## config.mk

```make
export PLATFORM = sky130hd
export DESIGN_NAME = isrp_slave
export DESIGN_NICKNAME = d
export VERILOG_FILES = /design/src/isrp_pkg.sv /design/src/isrp_slave.sv /design/src/isrp_sync.sv
export SDC_FILE = /design/constraint.sdc
export NUM_CORES = 1
export LEC_CHECK = 0
export ABC_CLOCK_PERIOD_IN_PS = 2100
export BUFFER_PORTS_ARGS = -buffer_cell sky130_fd_sc_hd__buf_4
export CAP_MARGIN = 20
export CORE_UTILIZATION = 40
export DETAILED_ROUTE_END_ITERATION = 12
export PLACE_DENSITY = 0.74
export SETUP_SLACK_MARGIN = 0.15
export SLEW_MARGIN = 20
export SYNTH_ARGS = -nofsm -noshare
export SYNTH_HDL_FRONTEND = slang
export SYNTH_HIERARCHICAL = 1
export SYNTH_SLANG_ARGS = --single-unit
export TNS_END_PERCENT = 100
```

## constraint.sdc

```tcl
create_clock -name clk_i -period 2.1 [get_ports clk_i]
set_clock_uncertainty 0.15 [all_clocks]
set_input_delay 0.42 -clock clk_i [delete_from_list [all_inputs] [get_ports clk_i]]
set_output_delay 0.42 -clock clk_i [all_outputs]
set_load 0.05 [all_outputs]
```

## src/isrp_pkg.sv

```systemverilog
// constants and types shared by the two-wire slave register port
package isrp_pkg;

    // ==========================================================
    // widths
    localparam int REG_AW = 7;
    localparam int DATA_W = 16;
    localparam int BYTE_W = 8;
    localparam int SYNC_W = 5;

    // ==========================================================
    // bus address and framing
    localparam logic [4:0] ADDR_FIXED = 5'h16;
    localparam logic [3:0] BIT_LAST   = 4'h8;
    localparam logic [1:0] TX_IDX_HI  = 2'h0;
    localparam logic [1:0] TX_IDX_LO  = 2'h1;
    localparam logic [1:0] TX_IDX_END = 2'h2;
    localparam logic [7:0] BYTE_ZERO  = 8'h00;

    // ==========================================================
    // synchroniser slots and reset levels
    localparam int SL_SCL = 0;
    localparam int SL_SDA = 1;
    localparam int SL_AS0 = 2;
    localparam int SL_CLR = 4;
    localparam logic [SYNC_W-1:0] SYNC_RST = 5'h03;

    // ==========================================================
    // channel-six code registers
    localparam logic [REG_AW-1:0] REG_CH6_SRC = 7'h16;
    localparam logic [REG_AW-1:0] REG_CH6_SNK = 7'h1a;
    localparam logic [REG_AW-1:0] REG_CH6_SHT = 7'h1b;

    // ==========================================================
    // state machines
    typedef enum logic [2:0] {
        ST_IDLE = 3'b000,
        ST_RX   = 3'b001,
        ST_ACK  = 3'b010,
        ST_TX   = 3'b011,
        ST_RACK = 3'b100
    } isrp_state_t;

    typedef enum logic [1:0] {
        K_ADDR = 2'b00,
        K_CMD  = 2'b01,
        K_DHI  = 2'b10,
        K_DLO  = 2'b11
    } isrp_kind_t;

endpackage : isrp_pkg

```

## src/isrp_slave.sv

```systemverilog
// two-wire bus slave with register write and readback ports
`timescale 1ns/1ns
module isrp_slave (
    // clock and reset
    input  wire logic                          clk_i,
    input  wire logic                          rst_i,
    // two-wire bus pins
    input  wire logic                          scl_i,
    input  wire logic                          sda_i,
    output logic                               sda_o,
    output logic                               sda_oe_o,
    // address select pins
    input  wire logic [1:0]                    addr_sel_i,
    // clear controls
    input  wire logic                          external_clear_input_i,
    input  wire logic                          software_clear_bit_i,
    input  wire logic                          ch6_reset_mode_i,
    // register write port
    output logic                               wr_stb_o,
    output logic      [isrp_pkg::REG_AW-1:0]   wr_addr_o,
    output logic      [isrp_pkg::DATA_W-1:0]   wr_data_o,
    // readback port
    output logic      [isrp_pkg::REG_AW-1:0]   rd_addr_o,
    input  wire logic [isrp_pkg::DATA_W-1:0]   rd_data_i,
    output logic                               busy_o
);
    import isrp_pkg::*;

    // ==========================================================
    // pin synchronisers and edge detection
    logic [SYNC_W-1:0] pin_raw;
    logic [SYNC_W-1:0] pin_syn;
    logic              scl_s;
    logic              sda_s;
    logic [1:0]        asel_s;
    logic              clr_s;
    logic              scl_q;
    logic              sda_q;

    assign pin_raw = {external_clear_input_i, addr_sel_i, sda_i, scl_i};

    isrp_sync #(
        .W       (SYNC_W),
        .RST_VAL (SYNC_RST)
    ) u_sync (
        .clk_i (clk_i),
        .rst_i (rst_i),
        .d_i   (pin_raw),
        .q_o   (pin_syn)
    );

    assign scl_s  = pin_syn[SL_SCL];
    assign sda_s  = pin_syn[SL_SDA];
    assign asel_s = pin_syn[SL_AS0+1:SL_AS0];
    assign clr_s  = pin_syn[SL_CLR];

    always_ff @(posedge clk_i or posedge rst_i) begin
        if (rst_i) begin
            scl_q <= 1'b1;
            sda_q <= 1'b1;
        end else begin
            scl_q <= scl_s;
            sda_q <= sda_s;
        end
    end

    logic scl_rise;
    logic scl_fall;
    logic start_det;
    logic stop_det;

    assign scl_rise  = scl_s & ~scl_q;
    assign scl_fall  = ~scl_s & scl_q;
    assign start_det = scl_s & scl_q & sda_q & ~sda_s;
    assign stop_det  = scl_s & scl_q & ~sda_q & sda_s;

    // ==========================================================
    // byte framing state
    isrp_state_t       state_q;
    isrp_kind_t        kind_q;
    logic [3:0]        bit_cnt_q;
    logic [BYTE_W-1:0] sr_q;
    logic              rw_q;
    logic [REG_AW-1:0] cmd_q;
    logic [BYTE_W-1:0] hold_q;
    logic [BYTE_W-1:0] tx_sr_q;
    logic [1:0]        tx_idx_q;

    logic byte_done;
    logic addr_match;
    logic ack_ok;
    logic ack_end;
    logic tx_last;
    logic tx_load;
    logic tx_shift;
    logic [BYTE_W-1:0] tx_next;

    assign byte_done  = (state_q == ST_RX) && scl_fall && (bit_cnt_q == BIT_LAST);
    assign addr_match = (sr_q[7:1] == {ADDR_FIXED, asel_s});
    assign ack_ok     = (kind_q != K_ADDR) || addr_match;
    assign ack_end    = (state_q == ST_ACK) && scl_fall;
    assign tx_last    = (state_q == ST_TX) && scl_fall && (bit_cnt_q == BIT_LAST);
    assign tx_load    = (ack_end && (kind_q == K_ADDR)) || ((state_q == ST_RACK) && scl_fall);
    assign tx_shift   = (state_q == ST_TX) && scl_fall && (bit_cnt_q != BIT_LAST);

    // bytes past the second read as zero
    always_comb begin
        unique case (tx_idx_q)
            TX_IDX_HI: tx_next = rd_data_i[DATA_W-1:BYTE_W];
            TX_IDX_LO: tx_next = rd_data_i[BYTE_W-1:0];
            default:   tx_next = BYTE_ZERO;
        endcase
    end

    // start and stop win over any bit position
    always_ff @(posedge clk_i or posedge rst_i) begin
        if (rst_i) begin
            state_q <= ST_IDLE;
            kind_q  <= K_ADDR;
        end else if (start_det) begin
            state_q <= ST_RX;
            kind_q  <= K_ADDR;
        end else if (stop_det) begin
            state_q <= ST_IDLE;
        end else begin
            unique case (state_q)
                ST_IDLE: begin
                    state_q <= ST_IDLE;
                end
                ST_RX: begin
                    if (byte_done) begin
                        state_q <= ack_ok ? ST_ACK : ST_IDLE;
                    end
                end
                ST_ACK: begin
                    if (scl_fall) begin
                        unique case (kind_q)
                            K_ADDR: begin
                                state_q <= rw_q ? ST_TX : ST_RX;
                                kind_q  <= K_CMD;
                            end
                            K_CMD: begin
                                state_q <= ST_RX;
                                kind_q  <= K_DHI;
                            end
                            K_DHI: begin
                                state_q <= ST_RX;
                                kind_q  <= K_DLO;
                            end
                            K_DLO: begin
                                state_q <= ST_RX;
                                kind_q  <= K_CMD;
                            end
                        endcase
                    end
                end
                ST_TX: begin
                    if (tx_last) begin
                        state_q <= ST_RACK;
                    end
                end
                ST_RACK: begin
                    // a not-acknowledge from the master ends our driving
                    if (scl_rise && sda_s) begin
                        state_q <= ST_IDLE;
                    end else if (scl_fall) begin
                        state_q <= ST_TX;
                    end
                end
                default: begin
                    state_q <= ST_IDLE;
                end
            endcase
        end
    end

    // bit counter: counts rising clock edges within one byte
    always_ff @(posedge clk_i or posedge rst_i) begin
        if (rst_i) begin
            bit_cnt_q <= '0;
        end else if (start_det || byte_done || tx_last || tx_load) begin
            bit_cnt_q <= '0;
        end else if (scl_rise && ((state_q == ST_RX) || (state_q == ST_TX))) begin
            bit_cnt_q <= bit_cnt_q + 4'h1;
        end
    end

    // receive shifter samples on rising clock
    always_ff @(posedge clk_i or posedge rst_i) begin
        if (rst_i) begin
            sr_q <= '0;
        end else if (scl_rise && (state_q == ST_RX) && (bit_cnt_q != BIT_LAST)) begin
            sr_q <= {sr_q[BYTE_W-2:0], sda_s};
        end
    end

    // captured fields of the address, command and first data bytes
    always_ff @(posedge clk_i or posedge rst_i) begin
        if (rst_i) begin
            rw_q      <= 1'b0;
            cmd_q     <= '0;
            hold_q    <= '0;
            rd_addr_o <= '0;
        end else if (byte_done) begin
            unique case (kind_q)
                K_ADDR: rw_q <= sr_q[0];
                K_CMD: begin
                    cmd_q     <= sr_q[BYTE_W-1:1];
                    rd_addr_o <= sr_q[BYTE_W-1:1];
                end
                K_DHI: hold_q <= sr_q;
                K_DLO: hold_q <= hold_q;
            endcase
        end
    end

    // ==========================================================
    // commit of staged data
    logic ch6_code;
    logic ch6_blocked;

    assign ch6_code = (cmd_q == REG_CH6_SRC) || (cmd_q == REG_CH6_SNK) ||
                      (cmd_q == REG_CH6_SHT);
    // clear only gates this commit; framing never looks at it
    assign ch6_blocked = ch6_code && ch6_reset_mode_i &&
                         (clr_s || software_clear_bit_i);

    // commit lands in the acknowledge clock of the second data byte
    always_ff @(posedge clk_i or posedge rst_i) begin
        if (rst_i) begin
            wr_stb_o  <= 1'b0;
            wr_addr_o <= '0;
            wr_data_o <= '0;
        end else begin
            wr_stb_o <= byte_done && (kind_q == K_DLO) && !ch6_blocked;
            if (byte_done && (kind_q == K_DLO)) begin
                wr_addr_o <= cmd_q;
                wr_data_o <= {hold_q, sr_q};
            end
        end
    end

    // ==========================================================
    // readback shifter and byte index
    always_ff @(posedge clk_i or posedge rst_i) begin
        if (rst_i) begin
            tx_sr_q  <= '0;
            tx_idx_q <= TX_IDX_HI;
        end else if (start_det) begin
            tx_idx_q <= TX_IDX_HI;
        end else if (tx_load) begin
            tx_sr_q <= tx_next;
            if (tx_idx_q != TX_IDX_END) begin
                tx_idx_q <= tx_idx_q + 2'h1;
            end
        end else if (tx_shift) begin
            tx_sr_q <= {tx_sr_q[BYTE_W-2:0], 1'b0};
        end
    end

    // ==========================================================
    // open-drain data driver, changed on falling clock or released at start and stop
    assign sda_o = 1'b0;

    always_ff @(posedge clk_i or posedge rst_i) begin
        if (rst_i) begin
            sda_oe_o <= 1'b0;
        end else if (start_det || stop_det) begin
            sda_oe_o <= 1'b0;
        end else if (byte_done) begin
            sda_oe_o <= ack_ok;
        end else if (tx_load && rw_q) begin
            sda_oe_o <= ~tx_next[BYTE_W-1];
        end else if (tx_shift) begin
            sda_oe_o <= ~tx_sr_q[BYTE_W-2];
        end else if (ack_end || tx_last || ((state_q == ST_RACK) && scl_fall)) begin
            sda_oe_o <= 1'b0;
        end
    end

    always_ff @(posedge clk_i or posedge rst_i) begin
        if (rst_i) begin
            busy_o <= 1'b0;
        end else begin
            busy_o <= (state_q != ST_IDLE);
        end
    end
endmodule : isrp_slave

```

## src/isrp_sync.sv

```systemverilog
// two-flop synchroniser for asynchronous inputs
`timescale 1ns/1ns
module isrp_sync #(
    parameter int             W       = 1,
    parameter logic [W-1:0]   RST_VAL = '0
) (
    // clock and reset
    input  wire logic         clk_i,
    input  wire logic         rst_i,
    // async in, synced out
    input  wire logic [W-1:0] d_i,
    output logic      [W-1:0] q_o
);

    logic [W-1:0] meta_q;

    // first stage feeds only the second stage
    always_ff @(posedge clk_i or posedge rst_i) begin
        if (rst_i) begin
            meta_q <= RST_VAL;
            q_o    <= RST_VAL;
        end else begin
            meta_q <= d_i;
            q_o    <= meta_q;
        end
    end

endmodule : isrp_sync
```

-- Word level (Yosys, flattened, before mapping)
Cells that the tools add are included.
- add/subtract/negate cells: 2
- multiply operators: 0
- divide/modulo/power cells: 0
- $lt $le $gt $ge: 0
- equal/unequal tests: 20
- shifts and indexed selects: 0
- multiplexer cells: 29
- bitwise logic cells: 14
- reductions and logical operators: 50
- operator list (operator ; count):
    $eq A7 B5 Y1 const B ; 3
    $mux W3 ; 7
    $mux W2 ; 9
    $logic_and A1 B1 Y1 ; 17
    $ne A4 B4 Y1 const B ; 4
    $pmux W8 S2 ; 1
    $mux W7 ; 2
    $reduce_bool A2 Y1 ; 7
    $logic_or A1 B1 Y1 ; 12
    $pmux W3 S4 ; 1
    $reduce_and A2 Y1 ; 5
    $mux W4 ; 2
    $and A1 B1 Y1 ; 7
    $eq A7 B7 Y1 ; 1
    $not A1 Y1 ; 7
    $eq A3 B2 Y1 const B ; 2
    $pmux W2 S3 ; 1
    $pmux W3 S2 ; 1
    $mux W1 ; 5
    $ne A5 B5 Y1 const B ; 1
    $reduce_bool A5 Y1 ; 1
    $add A4 B1 Y4 const B ; 1
    $eq A2 B1 Y1 const B ; 2
    $eq A2 B2 Y1 const B ; 2
    other kinds (12) ; 14
- register bits after elaboration: 80
- bits in latches: 0
- memory bits (writable): 0
- memory bits (read-only): 0
- input port bits: 25
- output and inout bits: 34
- word-level logic and storage cells: 133
- memories: 0

-- Logic depth before layout (Yosys ltp)
- word-level depth: 11
- depth in mapped cells: 8
- gate-level depth less buffers: 6

-- By module
Netlist, hierarchy kept.
- by module, submodules not included (module ; times used ; cells an instance ; area an instance (um^2) ; sequential area each (um^2)):
    isrp_slave ; 1 ; 257 ; 3331.9 ; 1754.2
    isrp_sync ; 1 ; 11 ; 259.0 ; 255.2

-- Least setup slack after synthesis
Ideal clock, no wire load.
- path kind: flip-flop to flip-flop
- start: register kind_q[1]
- end: register tx_sr_q[3]
- library setup time: 128 ps
- arrival: 1871 ps
- required time: 1822 ps
- setup slack: -49 ps
- cell stages (with the launch flop): 7
- buffers on the path: 0
- period minus slack after synthesis: 2149 ps
- cells stage by stage: dfrtp_1 -> inv_1 -> ha_1 -> nand3b_4 -> a211oi_4 -> mux2_2 -> mux2_1
- word-level cells in the longest chain between the ends: 5
- elaborated cells between the ends (all ways): 6
- classes of those cells: 1 x mux; 5 x reduce/logical
- RTL lines (element ; RTL line ; RTL):
    from (decl) ; isrp_slave.sv:80 ; isrp_kind_t kind_q;
    from (signal assigned) ; isrp_slave.sv:119 ; kind_q <= K_ADDR;
    from (signal assigned) ; isrp_slave.sv:122 ; kind_q <= K_ADDR;
    from (signal assigned) ; isrp_slave.sv:140 ; kind_q <= K_CMD;
    $logic_not A2 Y1 (*) ; isrp_slave.sv:103 ; assign tx_load = (ack_end && (kind_q == K_ADDR)) || ((state_q == ST_RACK) && scl_fall);
    $logic_and A1 B1 Y1 (*) ; isrp_slave.sv:103 ;
    $logic_or A1 B1 Y1 (*) ; isrp_slave.sv:103 ;
    $reduce_bool A2 Y1 (no line) ; -- ;
    $reduce_and A2 Y1 (no line) ; -- ;
    to (signal assigned) ; isrp_slave.sv:252 ; tx_sr_q <= tx_next;
    to (signal assigned) ; isrp_slave.sv:257 ; tx_sr_q <= {tx_sr_q[BYTE_W-2:0], 1'b0};
    to (decl) ; isrp_slave.sv:86 ; logic [BYTE_W-1:0] tx_sr_q;
Mark *: on every way between the ends. The rest lies on a longest branch, timed or not.
A chain may end at the register's enable or synchronous reset.

-- Worst setup path after layout
- start: register kind_q[1]
- end: register tx_sr_q[2]
The elaborated chain is that of the path after synthesis.

==> metrics.md <==
| Metric | Value |
|---|---|
| Status | `finished clean` |
| Clock-pin slew on the worst setup and hold paths | `0.08 ns` |
| Core Rows | `34` |
| Largest cells by area after synthesis | `dfrtp_1 (52%), mux2_2 (10%), mux2_1 (6.3%)` |
| Synth Area in Simple Gates | `0.0983` |
| Area of the multi-input gates | `0.00158 mm²` |
| Overall routed net length | `7.47 mm` |
| Slew margin rel. | `0.583` |
| Core box area | `approximately 0.0087 mm²` |
| RSZ-0062 raised after global routing | `yes` |
| # IOs | `59` |
| Achievable Freq | `520 MHz` |
| Placed inst area | `0.00422 mm²` |
| Sequence of cells on the critical path | `inv_2, ha_4, nand3b_4, a211oi_4, mux2_4, mux2_4` |
| Async set-reset flop share out of synthesis | `1.00` |
| CTS Buf Count | `9` |
| Grt met3 use | `0.0347` |
| Mux contribution to synthesized area | `0.183` |
| Final Hold Vio Count | `0` |
| Synth top area share | `0.516` |
| CTS Sinks | `80` |
| Most frequent CP cell | `mux2_4` |
| FILL cells | `~730` |
| Final hold slack | `0.0201 ns` |
| CP required | `2.19 ns` |
| Crit path buffers/inverters | `1` |
| Max H-tree Level | `3` |
| Fin crit share | `0.916` |
| Compound-Gate Fraction of Synth Area | `0.0787` |
| Largest family of logic cells by synthesized area | `multiplexers` |
| DP HPWL | `5.00 mm` |
| DRC | `0` |
| Max Transition Viols Final | `0` |
| Leak | `about 2.3 nW` |
| Register area share after synthesis | `0.560` |
| Post-Layout Inst Area | `0.00464 mm²` |
| Pwr Density | `735 mW/mm²` |
| Die ar. | `0.00936 mm²` |
| Pre-CTS setup slack | `-0.0134 ns` |
| # setup viols final | `0` |
| Drt wl/cell | `16.0 µm` |
| Initial antenna violation count | `0` |
| ANT nets after route | `0` |
| Clk root buf | `clkbuf_8` |
| Post-Layout Cell Count | `466` |
| Number of max-cap violations | `0` |
| Register area | `0.00201 mm²` |
| Critical path class | `flip-flop to flip-flop` |
| Count of buffers from port buffering | `57` |
| Worst EP arrival | `between 2 and 2.5 ns` |
| Final WS setup | `0.176 ns` |
| Final Wtd Congestion | `0.915` |
| Clock buffer depth | `2` |
| Initial core utilization | `0.412` |
| CP endpoint kind | `flip-flop` |
| YS warnings | `6` |
| Leading area contributor after synthesis | `dfrtp_1` |
| CP top delay family | `multiplexers` |
| Worst-Skew Late Latency | `0.35 ns` |
| Post-synthesis adder-cell area fraction | `0.0348` |
| Synth Register Bits | `80` |
| Post-synth cell types | `55` |
| Mapped Avg Cell Area | `roughly 13 µm²` |
| Vias/cell | `5.23` |
| Area of the mapped netlist | `0.00359 mm²` |
| Total GRT Usage | `0.162` |
| Ys flop type | `dfrtp_1` |
| Peak supply drop | `0.468 mV` |
| Worst-margin pin slew | `0.624 ns` |
| Critical path's largest stage delay | `approximately 0.40 ns` |
| Die Span Y | `96.8 µm` |
| Area delta synth->final | `29.2%` |
| Inserted Diodes | `0` |
| Critical Path Start Type | `flip-flop` |
| Slowest library cell on the worst path | `dfrtp_1` |
| First-pass GRT wire length | `12.0 mm` |
| Worst Path Max Fanout | `4` |
| Busiest grt layer | `met2` |
| Number of global-route vias before repair | `2,499` |
| Met1 Use GR | `0.213` |
| Cells after synthesis | `268` |
| Post-synth EDFFs | `0` |
| Nets | `between 300 and 400` |
| Share of layout cells above drive strength 1 | `0.453` |
| Die X-Extent | `~97 µm` |
| Post-Synth XOR/XNOR Area | `0.0146` |
| Total congestion overflow | `0` |
| Syn Nets | `303` |
| Initial DRT Pass Iterations | `4` |
| Pwr Total | `3.41 mW` |
| Min-Delay Path Class | `input pin to flip-flop` |
| Vias | `2,438` |
| Dpl cells | `435` |
| DRC violation total after the first TritonRoute iteration | `175` |
| CTS tree | `yes` |
| GR met2 Demand/Resource | `0.257` |
| Pin count of the biggest net entering global routing | `35` |
| Fin crit period | `1.92 ns` |
==> path summary, 6_finish.rpt <==
| path | from | to | slack (ns) | cells after the start |
|---|---|---|---|---|
| worst max-delay path | kind_q[1] | tx_sr_q[2] | 0.18 | 6 |
| worst min-delay path | addr_sel_i[1] | u_sync/meta_q[3] | 0.02 | 1 |
| worst max register to register | kind_q[1] | tx_sr_q[2] | 0.18 | 6 |
| worst min register to register | u_sync/meta_q[2] | u_sync/q_o[2] | 0.21 | 0 |
| max in group asynchronous | rst_i | state_q[1] | 0.66 | 4 |
| min in group asynchronous | rst_i | u_sync/meta_q[3] | 0.44 | 3 |
==> cells in the mapped netlist (2+ instances only) <==
| cell | number |
|---|---|
| ha_1 | 10 |
| or3_1 | 2 |
| nand2_2 | 2 |
| clkbuf_1 | 2 |
| nand4b_1 | 3 |
| and3b_1 | 2 |
| nand4_1 | 3 |
| o31ai_1 | 2 |
| dfstp_2 | 6 |
| nand3b_1 | 2 |
| mux2_1 | 20 |
| buf_2 | 2 |
| mux2_2 | 33 |
| dfrtp_1 | 74 |
| nor2b_1 | 3 |
| a31oi_1 | 3 |
| o21ai_0 | 7 |
| a22o_1 | 3 |
| nand3_1 | 5 |
| a22oi_1 | 5 |
| nor2_1 | 7 |
| nor4bb_1 | 2 |
| buf_1 | 2 |
| inv_1 | 10 |
| mux2i_1 | 6 |
| nand2b_1 | 5 |
| buf_6 | 2 |
| a21oi_1 | 7 |
| nand2_1 | 6 |
| xor2_1 | 5 |
| buf_4 | 3 |
==> per-layer routing <==
metal  up-vias  share of wire
met5         -              0
met4         0          0.015
met3         7          0.044
met2        58           0.49
met1      1238           0.46
li1       1135              -
==> sequential cells by signal (all words and copies together), names as in the netlist, 3 cells and up <==
name           flops
wr_addr_o          7
bit_cnt_q          4
u_sync/q_o         5
u_sync/meta_q      5
wr_data_o         16
sr_q               8
hold_q             8
cmd_q              7
tx_sr_q            7
state_q            3
==> placed cells by master (no fill, tap or decap), types with 6 or more instances in the layout <==
| cell | instances |
|---|---|
| dfrtp_1 | 72 |
| ha_1 | 9 |
| buf_4 | 80 |
| mux2_2 | 30 |
| a21oi_1 | 7 |
| nor2_1 | 7 |
| o21ai_0 | 7 |
| dfstp_2 | 6 |
| inv_1 | 7 |
| clkbuf_8 | 10 |
| mux2i_1 | 6 |
| mux2_1 | 19 |
==> stage by stage <==
stage / TNS, ns / util
finish: 0 / 0.532
global route: 0 / 0.532
CTS: 0 / 0.523
detailed placement: -0.0524 / 0.484
global placement: 0 / 0.484
floorplan: 0 / -
==> logic make-up (layout without fill, tap and decap cells) <==
kind of cell | Yosys count | count (layout)
xor+xnor | 6 | 6
flops | 80 | 80
other cells | 1 | 1
mux | 59 | 59
simple gates | 52 | 54
fa+ha+maj | 10 | 10
compound gates | 39 | 39
buf+inv | 21 | 109
==> timing repair <==
action | in CTS | in global routing
endpoints found under the setup margin | 45 | 45
cloned | 0 | 2
hold endpoints to repair | 6 | 0
buffers inserted | 7 | 5
gates resized for setup | 11 | 7
hold buffers | 1 | 0
pin swaps | 3 | 6
==> final cells by class <==
| type | instances | share of cell area |
|---|---|---|
| clock buffers | 10 | 0.0297 |
| clock inverters | 6 | 0.0194 |
| inverters | 10 | 0.00890 |
| multi-input cells | 169 | 0.341 |
| flip-flops and latches | 80 | 0.434 |
| well taps | 108 | 0.0291 |
| repair buffers | 83 | 0.138 |
==> power breakdown <==
part	internal (mW)	switching, mW
combinational	0.185	0.173
sequential	1.64	0.145
clock	0.705	0.555
(Power assumes the default switching activity.)
